==> src/core/epc_pkg.sv <==
// Purpose: Shared constants and types for the parallel host port block
// Assumes: 125 MHz system clock, 8-bit host I/O data path
// Notes:   Offsets are register indices on the host I/O decode
package epc_pkg;

  // Port word width, fixed to the host data path
  localparam int DATA_W = 8;
  localparam int ADDR_W = 4;

  // Register offsets
  localparam logic [3:0] OFS_DATA      = 4'h0;
  localparam logic [3:0] OFS_STATUS    = 4'h1;
  localparam logic [3:0] OFS_CONTROL   = 4'h2;
  localparam logic [3:0] OFS_EPP_ADDR  = 4'h3;
  localparam logic [3:0] OFS_EPP_DATA  = 4'h4;
  localparam logic [3:0] OFS_FIFO      = 4'h8;
  localparam logic [3:0] OFS_CFG_B     = 4'h9;
  localparam logic [3:0] OFS_EXT_CTL   = 4'hA;

  // Control register fields
  localparam int CTL_STROBE = 0;
  localparam int CTL_AUTOFD = 1;
  localparam int CTL_INIT   = 2;
  localparam int CTL_SELIN  = 3;
  localparam int CTL_ACKINT = 4;
  localparam int CTL_DIR    = 5;

  // Extended control fields (upper six bits stored)
  localparam int ECR_MODE_LSB = 3;
  localparam int ECR_FULL     = 1;
  localparam int ECR_EMPTY    = 0;

  // Output pin vector order {select_in_n, init_n, autofd_n, strobe_n}
  localparam int PIN_INIT = 2;

  // Reset values
  localparam logic [5:0] CTL_RST      = 6'h00;
  localparam logic [5:0] ECR_RST      = 6'h00;
  localparam logic [3:0] OUT_PINS_RST = 4'hB;
  localparam logic [7:0] CFG_A_VAL    = 8'h10;
  localparam logic [7:0] UNMAPPED_VAL = 8'hFF;

  // Address/RLE entry: bit 7 tags address versus run count
  localparam int AFIFO_TAG_BIT = 7;

  // Shared FIFO and output buffer depths
  localparam int FIFO_DEPTH_DEF = 16;
  localparam int BUF_DEPTH      = 2;

  // EPP cycle watchdog
  localparam int CLK_MHZ = 125;
  localparam int TO_US   = 10;
  localparam int TO_CYC  = TO_US * CLK_MHZ;

  typedef enum logic [2:0] {
    EPC_MODE_SPP  = 3'h0,
    EPC_MODE_PS2  = 3'h1,
    EPC_MODE_FIFO = 3'h2,
    EPC_MODE_ECP  = 3'h3,
    EPC_MODE_EPP  = 3'h4,
    EPC_MODE_RSVD = 3'h5,
    EPC_MODE_TEST = 3'h6,
    EPC_MODE_CFG  = 3'h7
  } epc_mode_t;

  typedef enum logic [3:0] {
    EPC_IDLE = 4'h1,
    EPC_STB  = 4'h2,
    EPC_HOLD = 4'h4,
    EPC_END  = 4'h8
  } epc_fsm_t;

  typedef struct packed {
    logic              wr;
    logic [ADDR_W-1:0] addr;
    logic [DATA_W-1:0] wdata;
  } epc_io_req_t;

  typedef struct packed {
    logic busy;
    logic ack_n;
    logic perror;
    logic select;
    logic fault_n;
  } epc_sts_pins_t;

  // cmd is set for entries from the address/RLE register
  typedef struct packed {
    logic              cmd;
    logic [DATA_W-1:0] data;
  } epc_word_t;

endpackage

==> src/core/epc_parport.sv <==
// Purpose: Parallel host port with EPP read/write cycles and ECP registers
// Assumes: Host I/O cycles arrive decoded, one at a time, on SYS_CLK_I
// Notes:   Peripheral pins are synchronised; the ECP link engine is
//          outside and trades words over the FWD/REV streams
//
// Functional notes
// - A host EPP read asserts the data or address strobe.
// - Host read is held in wait states while the wait line is low.
// - Read ends with the final answer and the strobe released.
// - After a cycle the write line and bus drive may change.
// - Write line is low for writes, high otherwise.
// - Peripheral interrupt passes through active high, not inverted.
// - Separate active-low strobes mark data and address cycles.
// - Active-low init output resets the peripheral.
// - The control port may override both the write line and the bus drive.
// - Standard and EPP modes share one data register.
// - The ECP port word is eight bits wide.
// - Forward runs host to peripheral, reverse the other way.
// - Status and control registers are reachable in every mode.
// - All mode FIFOs share one sixteen-byte FIFO.
// - Config B reads back the selected interrupt and DMA channel.
// - EPP cycle over ten microseconds aborts and sets status bit 0.
`timescale 1ns/1ns
`default_nettype none
module epc_parport #(
  parameter int TIMEOUT_CYC = epc_pkg::TO_CYC,
  parameter int FIFO_DEPTH  = epc_pkg::FIFO_DEPTH_DEF
) (
  // Clock and reset
  input  wire logic                  SYS_CLK_I,
  input  wire logic                  RST_N_I,
  // Host I/O cycle
  input  wire logic                  IO_REQ_I,
  input  wire epc_pkg::epc_io_req_t  IO_CMD_I,
  output logic                       IO_DONE_O,
  output logic [7:0]                 IO_RDATA_O,
  // Configuration selections
  input  wire logic [2:0]            CFG_IRQ_SEL_I,
  input  wire logic [2:0]            CFG_DMA_SEL_I,
  // Parallel data bus
  input  wire logic [7:0]            PORT_DATA_BUS_I,
  output logic [7:0]                 PORT_DATA_BUS_O,
  output logic                       PORT_DATA_BUS_OE_O,
  // EPP and control pins
  output logic                       WRITE_LINE_N_O,
  output logic                       DATA_PHASE_STROBE_N_O,
  output logic                       ADDR_PHASE_STROBE_N_O,
  output logic [3:0]                 CTL_PINS_N_O,
  input  wire logic                  PERIPHERAL_WAIT_N_I,
  input  wire logic                  PERIPHERAL_INTERRUPT_I,
  input  wire epc_pkg::epc_sts_pins_t STS_PINS_I,
  output logic                       PERIPH_IRQ_O,
  // ECP link engine streams
  output logic                       FWD_VALID_O,
  output epc_pkg::epc_word_t         FWD_WORD_O,
  input  wire logic                  FWD_READY_I,
  input  wire logic                  REV_VALID_I,
  input  wire logic [7:0]            REV_DATA_I,
  output logic                       REV_READY_O
);
  import epc_pkg::*;

  localparam int CW = $clog2(TIMEOUT_CYC + 1);
  localparam int LW = $clog2(FIFO_DEPTH + 1);

  typedef struct packed {
    epc_fsm_t       fsm;
    logic           epp_rd;
    logic           epp_addr;
    logic [7:0]     data;
    logic [5:0]     ctl;
    logic [5:0]     ecr;
    logic           tmo;
    logic [CW-1:0]  cnt;
    logic [1:0][7:0] pd_s;
    logic [1:0]     wait_s;
    logic [1:0]     peripheral_interrupt_s;
    logic [1:0][4:0] sts_s;
    logic           done;
    logic [7:0]     rdata;
    logic           irq;
    logic           wr_n;
    logic           ds_n;
    logic           as_n;
    logic           oe;
    logic [3:0]     pins_n;
    logic           rev_rdy;
  } epc_top_st_t;

  localparam epc_top_st_t ST_RST = '{
    fsm: EPC_IDLE, wr_n: 1'b1, ds_n: 1'b1, as_n: 1'b1,
    ctl: CTL_RST, ecr: ECR_RST, pins_n: OUT_PINS_RST, default: '0};

  epc_top_st_t   st;
  epc_top_st_t   nx;
  epc_mode_t     mode;
  epc_sts_pins_t sts;
  logic          req;
  logic          fifo_fwd;
  logic          host_push;
  logic          host_pop;
  logic          rev_push;
  logic          f_clr;
  logic          f_in_r;
  logic          f_out_v;
  logic          f_out_r;
  logic          b_in_r;
  epc_word_t     f_in_d;
  epc_word_t     f_out_d;
  logic [LW-1:0] f_lvl;

  always_comb begin
    nx        = st;
    mode      = epc_mode_t'(st.ecr[5:ECR_MODE_LSB]);
    sts       = epc_sts_pins_t'(st.sts_s[1]);
    req       = IO_REQ_I && (st.fsm == EPC_IDLE);
    host_push = 1'b0;
    host_pop  = 1'b0;
    f_clr     = 1'b0;
    f_in_d    = '{cmd: 1'b0, data: IO_CMD_I.wdata};
    // Forward modes drain the FIFO towards the link engine
    fifo_fwd  = (mode == EPC_MODE_FIFO) ||
                (mode == EPC_MODE_ECP && !st.ctl[CTL_DIR]);
    rev_push  = REV_VALID_I && st.rev_rdy &&
                mode == EPC_MODE_ECP && st.ctl[CTL_DIR];

    // Pin synchronisers; stage 0 feeds stage 1 only
    nx.pd_s   = {st.pd_s[0], PORT_DATA_BUS_I};
    nx.wait_s = {st.wait_s[0], PERIPHERAL_WAIT_N_I};
    nx.peripheral_interrupt_s = {st.peripheral_interrupt_s[0], PERIPHERAL_INTERRUPT_I};
    nx.sts_s  = {st.sts_s[0], STS_PINS_I};
    nx.irq    = st.peripheral_interrupt_s[1];
    nx.done   = 1'b0;

    case (st.fsm)
      EPC_IDLE: begin
        nx.wr_n = 1'b1;
        if (req) begin
          nx.done  = 1'b1;
          nx.rdata = UNMAPPED_VAL;
          case (IO_CMD_I.addr)
            OFS_DATA: begin
              if (mode == EPC_MODE_ECP && IO_CMD_I.wr) begin
                // Entry's command flag is set; tag bit 7 rides along in the data byte
                f_in_d    = '{cmd: 1'b1, data: IO_CMD_I.wdata};
                host_push = 1'b1;
              end else if (IO_CMD_I.wr) begin
                nx.data = IO_CMD_I.wdata;
              end else begin
                nx.rdata = st.pd_s[1];
              end
            end
            OFS_STATUS: begin
              nx.rdata = {~sts.busy, sts.ack_n, sts.perror, sts.select,
                          sts.fault_n, 2'b00,
                          st.tmo && mode == EPC_MODE_EPP};
              if (!IO_CMD_I.wr) begin
                nx.tmo = 1'b0;
              end
            end
            OFS_CONTROL: begin
              nx.rdata = {2'b00, st.ctl};
              if (IO_CMD_I.wr) begin
                nx.ctl = IO_CMD_I.wdata[5:0];
              end
            end
            OFS_EPP_ADDR, OFS_EPP_DATA: begin
              if (mode == EPC_MODE_EPP) begin
                nx.done     = 1'b0;
                nx.fsm      = EPC_STB;
                nx.epp_rd   = !IO_CMD_I.wr;
                nx.epp_addr = (IO_CMD_I.addr == OFS_EPP_ADDR);
                nx.cnt      = '0;
                if (IO_CMD_I.wr) begin
                  nx.data = IO_CMD_I.wdata;
                end
              end
            end
            OFS_FIFO: begin
              if (mode == EPC_MODE_CFG && !IO_CMD_I.wr) begin
                nx.rdata = CFG_A_VAL;
              end else if (IO_CMD_I.wr && (fifo_fwd ||
                           mode == EPC_MODE_TEST)) begin
                host_push = 1'b1;
              end else if (!IO_CMD_I.wr && (mode == EPC_MODE_TEST ||
                           (mode == EPC_MODE_ECP && st.ctl[CTL_DIR]))) begin
                host_pop = f_out_v;
                nx.rdata = f_out_v ? f_out_d.data : UNMAPPED_VAL;
              end
            end
            OFS_CFG_B: begin
              nx.rdata = {1'b0, st.irq, CFG_IRQ_SEL_I, CFG_DMA_SEL_I};
            end
            OFS_EXT_CTL: begin
              nx.rdata = {st.ecr, ~f_in_r, ~f_out_v};
              if (IO_CMD_I.wr) begin
                nx.ecr = IO_CMD_I.wdata[7:2];
                // Selecting SPP or PS2 mode discards stale bytes
                f_clr  = (IO_CMD_I.wdata[7:5] == EPC_MODE_SPP) ||
                         (IO_CMD_I.wdata[7:5] == EPC_MODE_PS2);
              end
            end
            default: begin
              nx.rdata = UNMAPPED_VAL;
            end
          endcase
        end
      end
      EPC_STB: begin
        // Write line settles one cycle and the bus two cycles before the strobe
        nx.wr_n = st.epp_rd && !st.ctl[CTL_STROBE];
        nx.fsm  = EPC_HOLD;
      end
      EPC_HOLD: begin
        nx.ds_n = st.epp_addr;
        nx.as_n = !st.epp_addr;
        nx.cnt  = CW'(st.cnt + 1'b1);
        if (st.wait_s[1]) begin
          // Data was valid before wait rose; sampled with same delay
          nx.fsm   = EPC_END;
          nx.done  = 1'b1;
          nx.rdata = st.epp_rd ? st.pd_s[1] : UNMAPPED_VAL;
          nx.ds_n  = 1'b1;
          nx.as_n  = 1'b1;
        end else if (st.cnt == CW'(TIMEOUT_CYC)) begin
          nx.fsm   = EPC_END;
          nx.done  = 1'b1;
          nx.tmo   = 1'b1;
          nx.rdata = UNMAPPED_VAL;
          nx.ds_n  = 1'b1;
          nx.as_n  = 1'b1;
        end
      end
      EPC_END: begin
        nx.wr_n = 1'b1;
        nx.fsm  = EPC_IDLE;
      end
      default: begin
        nx = ST_RST;
      end
    endcase

    // Bus released during EPP reads unless strobe forces write mode
    if (nx.fsm == EPC_IDLE) begin
      nx.oe = !nx.ctl[CTL_DIR];
    end else begin
      // Next-cycle direction, so the bus is released from the STB cycle
      nx.oe = !nx.epp_rd || nx.ctl[CTL_STROBE];
    end
    nx.pins_n = {~nx.ctl[CTL_SELIN], nx.ctl[CTL_INIT],
                 ~nx.ctl[CTL_AUTOFD], ~nx.ctl[CTL_STROBE]};
    // One free slot of margin covers a push made this cycle
    nx.rev_rdy = mode == EPC_MODE_ECP && st.ctl[CTL_DIR] &&
                 (f_lvl <= LW'(FIFO_DEPTH - 2));
    if (rev_push) begin
      f_in_d = '{cmd: 1'b0, data: REV_DATA_I};
    end
  end

  always_ff @(posedge SYS_CLK_I) begin
    if (!RST_N_I) begin
      st <= ST_RST;
    end else begin
      st <= nx;
    end
  end

  assign f_out_r = fifo_fwd ? b_in_r : host_pop;

  // Single shared byte FIFO for all ECP-side modes
  epc_fifo #(
    .W     (DATA_W + 1),
    .DEPTH (FIFO_DEPTH)
  ) u_fifo (
    .clk_i       (SYS_CLK_I),
    .rst_n_i     (RST_N_I),
    .clear_i     (f_clr),
    .in_valid_i  (host_push || rev_push),
    .in_ready_o  (f_in_r),
    .in_data_i   (f_in_d),
    .out_valid_o (f_out_v),
    .out_ready_i (f_out_r),
    .out_data_o  (f_out_d),
    .level_o     (f_lvl)
  );

  // Two-entry buffer so a link-side stall loses no word
  epc_fifo #(
    .W     (DATA_W + 1),
    .DEPTH (BUF_DEPTH)
  ) u_buf (
    .clk_i       (SYS_CLK_I),
    .rst_n_i     (RST_N_I),
    .clear_i     (f_clr),
    .in_valid_i  (f_out_v && fifo_fwd),
    .in_ready_o  (b_in_r),
    .in_data_i   (f_out_d),
    .out_valid_o (FWD_VALID_O),
    .out_ready_i (FWD_READY_I),
    .out_data_o  (FWD_WORD_O),
    .level_o     ()
  );

  assign IO_DONE_O             = st.done;
  assign IO_RDATA_O            = st.rdata;
  assign PORT_DATA_BUS_O       = st.data;
  assign PORT_DATA_BUS_OE_O    = st.oe;
  assign WRITE_LINE_N_O        = st.wr_n;
  assign DATA_PHASE_STROBE_N_O = st.ds_n;
  assign ADDR_PHASE_STROBE_N_O = st.as_n;
  assign CTL_PINS_N_O          = st.pins_n;
  assign PERIPH_IRQ_O          = st.irq;
  assign REV_READY_O           = st.rev_rdy;
endmodule
`default_nettype wire

==> src/core/epc_fifo.sv <==
// Purpose: Shift-style FIFO with valid/ready on both sides
// Assumes: At most one push and one pop per cycle
// Notes:   Head entry is a flip-flop so outputs need no read mux
`timescale 1ns/1ns
`default_nettype none
module epc_fifo #(
  parameter  int W     = 9,
  parameter  int DEPTH = 16,
  localparam int LW    = $clog2(DEPTH + 1)
) (
  // Clock and reset
  input  wire logic          clk_i,
  input  wire logic          rst_n_i,
  input  wire logic          clear_i,
  // Fill side
  input  wire logic          in_valid_i,
  output logic               in_ready_o,
  input  wire logic [W-1:0]  in_data_i,
  // Drain side
  output logic               out_valid_o,
  input  wire logic          out_ready_i,
  output logic [W-1:0]       out_data_o,
  // Fill level
  output logic [LW-1:0]      level_o
);
  localparam int PW = (DEPTH > 1) ? $clog2(DEPTH) : 1;

  typedef struct packed {
    logic [DEPTH-1:0][W-1:0] mem;
    logic [DEPTH-1:0]        vld;
    logic [LW-1:0]           cnt;
  } epc_fifo_st_t;

  epc_fifo_st_t   st;
  epc_fifo_st_t   nx;
  logic           push;
  logic           pop;
  logic [PW-1:0]  wr_idx;

  assign in_ready_o  = ~st.vld[DEPTH-1];
  assign out_valid_o = st.vld[0];
  assign out_data_o  = st.mem[0];
  assign level_o     = st.cnt;

  always_comb begin
    push   = in_valid_i & ~st.vld[DEPTH-1];
    pop    = out_ready_i & st.vld[0];
    wr_idx = pop ? PW'(st.cnt - 1'b1) : PW'(st.cnt);
    nx     = st;
    if (clear_i) begin
      nx.vld = '0;
      nx.cnt = '0;
    end else begin
      if (pop) begin
        nx.mem = st.mem >> W;
        nx.vld = st.vld >> 1;
      end
      if (push) begin
        nx.mem[wr_idx] = in_data_i;
        nx.vld[wr_idx] = 1'b1;
      end
      nx.cnt = LW'(st.cnt + LW'(push) - LW'(pop));
    end
  end

  always_ff @(posedge clk_i) begin
    if (!rst_n_i) begin
      st <= '0;
    end else begin
      st <= nx;
    end
  end

endmodule
`default_nettype wire

==> config.mk <==
export PLATFORM = sky130hd
export DESIGN_NAME = epc_parport
export DESIGN_NICKNAME = d
export VERILOG_FILES = /design/src/core/epc_pkg.sv /design/src/core/epc_parport.sv /design/src/core/epc_fifo.sv
export SDC_FILE = /design/constraint.sdc
export NUM_CORES = 1
export LEC_CHECK = 0
export BUFFER_PORTS_ARGS = -buffer_cell sky130_fd_sc_hd__buf_2
export CELL_PAD_IN_SITES_DETAIL_PLACEMENT = 1
export CELL_PAD_IN_SITES_GLOBAL_PLACEMENT = 1
export CORE_UTILIZATION = 46
export DETAILED_ROUTE_END_ITERATION = 7
export GPL_TIMING_DRIVEN = 1
export HOLD_SLACK_MARGIN = 0.12
export PLACE_DENSITY_LB_ADDON = 0.3
export SYNTH_ARGS = -nofsm -noshare
export SYNTH_HDL_FRONTEND = slang
export SYNTH_SLANG_ARGS = --single-unit
==> constraint.sdc <==
create_clock -name SYS_CLK_I -period 5.51 [get_ports SYS_CLK_I]
set_input_delay 1.653 -clock SYS_CLK_I [delete_from_list [all_inputs] [get_ports SYS_CLK_I]]
set_output_delay 1.653 -clock SYS_CLK_I [all_outputs]
set_load 0.01 [all_outputs]
==> run metrics <==
status=finished clean; cell type with the highest aggregate area in the netlist=sky130_fd_sc_hd__dfxtp_1; number of antenna-violating nets in the routed design=0; r2r worst-path depth=11; post-CTS sizing=0; total cell area at the placement stage=roughly 0.014 sq mm; post-synthesis instance area=0.0141 sq mm; DP Wirelength=30800 microns; MaxCap Viol Count=0; FF-to-FF Start=u_fifo.out_valid_o; number of clock buffers inserted by TritonCTS=30; transition time of the tightest slew-check pin=1250 ps; die span in x=177 microns; Critical Path Fanout Max=28; minimum period implied by the final worst setup slack=4670 ps; wire length of the first global-routing pass=between 70000 and 80000 microns; most frequently used flop master after synthesis=sky130_fd_sc_hd__dfxtp_1; element type at the critical path end=flop; GRT Total Usage=0.302; routed vias=13742; Mapped Nets=1924; number of nets in the layout=1888; Vias per Instance=6.14; fraction of final layout cells sized beyond drive strength 1=0.125; number of global-route vias before repair=between 10000 and 15000; fill cell count=3707; sequential cell area=0.00545 sq mm; final WL=47800 microns; leakage power figure=0.00564 uW; floorplan die height=177 microns; Setup Viol. Count Final=0; Hold Path Cell Cnt=1; clock latency on the worst-skew pair=between 500 and 600 ps; internal power=3250 uW; max frequency=214 MHz; crit path DAT=5150 ps; root buffer cell=sky130_fd_sc_hd__clkbuf_16; pin count of the biggest net entering global routing=103; I/O Pins=84; Hold Startpoint=st[36]; longest individual stage delay on the worst path=470 ps; Mean Syn Cell Area=around 7.6 sq um; critical path cell sequence=buf_2, nor4b_4, a21boi_2, a31oi_4, inv_4, ha_1, inv_1, a2111oi_4, nand4_1, buf_4, or2_1, o211ai_1; final standard cell area without fillers=0.0155 sq mm; placeable core area=0.0300 sq mm; top cells by instance count after synthesis=342 x sky130_fd_sc_hd__nand2_1, 305 x sky130_fd_sc_hd__nor2_1, 272 x sky130_fd_sc_hd__dfxtp_1, 131 x sky130_fd_sc_hd__o22ai_1, 115 x sky130_fd_sc_hd__o211ai_1; area overhead of the layout relative to synthesis=9.71%; clock net sink count=272; Avg WL per Cell=roughly 21 microns; GP Congestion=around 0.86; cells taking the most area after synthesis=sky130_fd_sc_hd__dfxtp_1 39%, sky130_fd_sc_hd__nand2_1 9.1%, sky130_fd_sc_hd__nor2_1 8.1%; initial antenna violation count=0; PD cells=273 mW/mm^2; worst-path cell with the longest stage delay=sky130_fd_sc_hd__nor4b_4; clock-pin transition on the worst setup and hold timing paths=about 60 ps; worst clock skew=about 7 ps; Initial Util=0.472; number of post-CTS setup repair buffers=0; fraction of post-synthesis cell area in the top cell type by area=0.385; Worst setup SP type=input pin; Slew headroom=0.164; number of buffers between clock root and the deepest sink=3; length of the first detailed-routing pass in iterations=5; row count=63; HP Class=flop to flop; Slew Viols, Final=0; share of total power in the clock network=0.487; DRC violations left=0; IR Drop Worst-Case VDD=0.229 mV; final worst-path cycle share=0.847; sw frac=0.232; Warnings, synthesis=0; number of distinct library cells after synthesis=82; maximum level of the CTS H-tree=1; EDFF count, synth=0; Setup Crit Path Kind=input pin to flop; 1st-iter DRT viols=1068; synthesized netlist cell count=1862; total congestion overflow after global routing=0; final count of hold timing violations=0; final sum of negative setup slack=0 ps; IO buf count=slightly above 80; relative contribution of combinational cells to total power=0.043; Hold Buf Count CTS=0; count of antenna diodes in the layout=0; Critical R2R Capture=u_fifo.st[134]; DIE AREA=0.0314 sq mm; reg2reg setup slack=1550 ps; share of the yosys chip area belonging to registers=0.385; leading cell type by number of instances after synthesis=sky130_fd_sc_hd__nand2_1; switching pwr=985 uW; clock tree from TritonCTS=done; Worst Hold Endpoint=st[44]; total chip power=roughly 4200 uW; required time worst endpoint=5990 ps; area taken by multi-input logic gates=0.00769 sq mm; share of total power in sequential cells=0.470; unrepaired setup endpoints after global routing=no; Yosys reg bits=around 270; share of flip-flops with an asynchronous set or reset=0
critical path, delay by kind of cell:
kind | cells | cell delay, ps
AO/OA/AOI/OAI | 4 | 1210
buffers and inverters | 4 | 810
AND/OR/NAND/NOR | 3 | 1280
adder cells (fa/ha/maj) | 1 | 170
stage by stage:
step	setup slack (ps)	hold WS [ps]	cells	util
final	841	425	2238	0.518
after detailed placement	420	414	2184	0.483
after floorplan	731	398	1862	-
after global routing	720	449	2238	0.518
after CTS	878	427	2238	0.518
after global placement	554	409	2184	0.483
worst max path at each step:
| stage | startpoint | to | slack, ps | cells after the start |
|---|---|---|---|---|
| global route | IO_CMD_I[8] | u_fifo.st[60] | 720 | 12 |
| floorplan | IO_CMD_I[8] | u_fifo.st[102] | 730 | 15 |
| detailed placement | IO_CMD_I[8] | u_fifo.st[136] | 420 | 12 |
| finish | IO_CMD_I[8] | u_fifo.st[134] | 840 | 12 |
| CTS | IO_CMD_I[8] | u_fifo.st[134] | 880 | 12 |
| global placement | IO_CMD_I[8] | u_fifo.st[65] | 550 | 12 |
power groups by stage:
stage	Combinational [uW]	Sequential [uW]	Clock, uW
6_report	181	1990	2070
5_1_grt	193	1990	2170
4_1_cts	178	1990	2080
3_5_place_dp	177	2030	0
3_3_place_gp	174	2030	0
2_1_floorplan	105	2030	0
per-layer routing:
| metal | vias up | track usage | share of wire |
|---|---|---|---|
| li1 | 6421 | - | - |
| met1 | 6835 | 0.390 | 0.44 |
| met2 | 377 | 0.518 | 0.48 |
| met3 | 109 | 0.0326 | 0.043 |
| met4 | 0 | 0.112 | 0.034 |
| met5 | - | 0 | 0 |
logic make-up after synthesis:
family / Yosys count / synth area share
adder cells (fa/ha/maj): 15 / 0.0138
buffers and inverters: 224 / 0.0758
AO/OA/AOI/OAI: 495 / 0.241
XOR/XNOR: 14 / 0.00868
multiplexers: 37 / 0.0280
AND/OR/NAND/NOR: 805 / 0.247
flip-flops: 272 / 0.385
layout by cell type, fill, tap and decap left out, types with 10 or more instances in the layout:
cell | netlist | layout
sky130_fd_sc_hd__mux2_2 | 20 | 20
sky130_fd_sc_hd__nand2_1 | 342 | 342
sky130_fd_sc_hd__buf_4 | 41 | 35
sky130_fd_sc_hd__a21oi_1 | 63 | 63
sky130_fd_sc_hd__clkbuf_8 | 0 | 15
sky130_fd_sc_hd__o21ai_0 | 56 | 56
sky130_fd_sc_hd__a31oi_1 | 30 | 30
sky130_fd_sc_hd__nand3_1 | 17 | 17
sky130_fd_sc_hd__dfxtp_1 | 272 | 272
sky130_fd_sc_hd__buf_2 | 55 | 83
sky130_fd_sc_hd__o22ai_1 | 131 | 131
sky130_fd_sc_hd__xor2_1 | 11 | 11
sky130_fd_sc_hd__and3_1 | 23 | 23
sky130_fd_sc_hd__nor3_1 | 10 | 10
sky130_fd_sc_hd__nand2b_1 | 23 | 23
sky130_fd_sc_hd__mux2i_1 | 17 | 17
sky130_fd_sc_hd__clkbuf_16 | 0 | 31
sky130_fd_sc_hd__ha_1 | 14 | 14
sky130_fd_sc_hd__o2111ai_1 | 10 | 10
sky130_fd_sc_hd__a221o_1 | 16 | 16
sky130_fd_sc_hd__inv_1 | 34 | 34
sky130_fd_sc_hd__and2_1 | 39 | 38
sky130_fd_sc_hd__nor2_1 | 305 | 305
sky130_fd_sc_hd__a22oi_1 | 13 | 13
sky130_fd_sc_hd__o211ai_1 | 115 | 115
registers in the layout (all words and copies together) (netlist names), 3 cells and up:
register,count
u_buf.out_data_o,9
u_fifo.st,150
mode,3
CTL_PINS_N_O,3
u_buf.st,10
u_fifo.out_data_o,9
u_fifo.level_o,5
sts,5
PORT_DATA_BUS_O,8
IO_RDATA_O,8
st,52
cell type report:
| type | count | share of cell area |
|---|---|---|
| Tap cell | 390 | 0.0315 |
| Inverter | 36 | 0.00888 |
| Multi-Input combinational cell | 1366 | 0.496 |
| Sequential cell | 272 | 0.351 |
| Timing Repair Buffer | 120 | 0.0463 |
| Clock buffer | 49 | 0.0641 |
| Clock inverter | 5 | 0.00186 |
No activity file was read; power rests on OpenSTA's default activity.
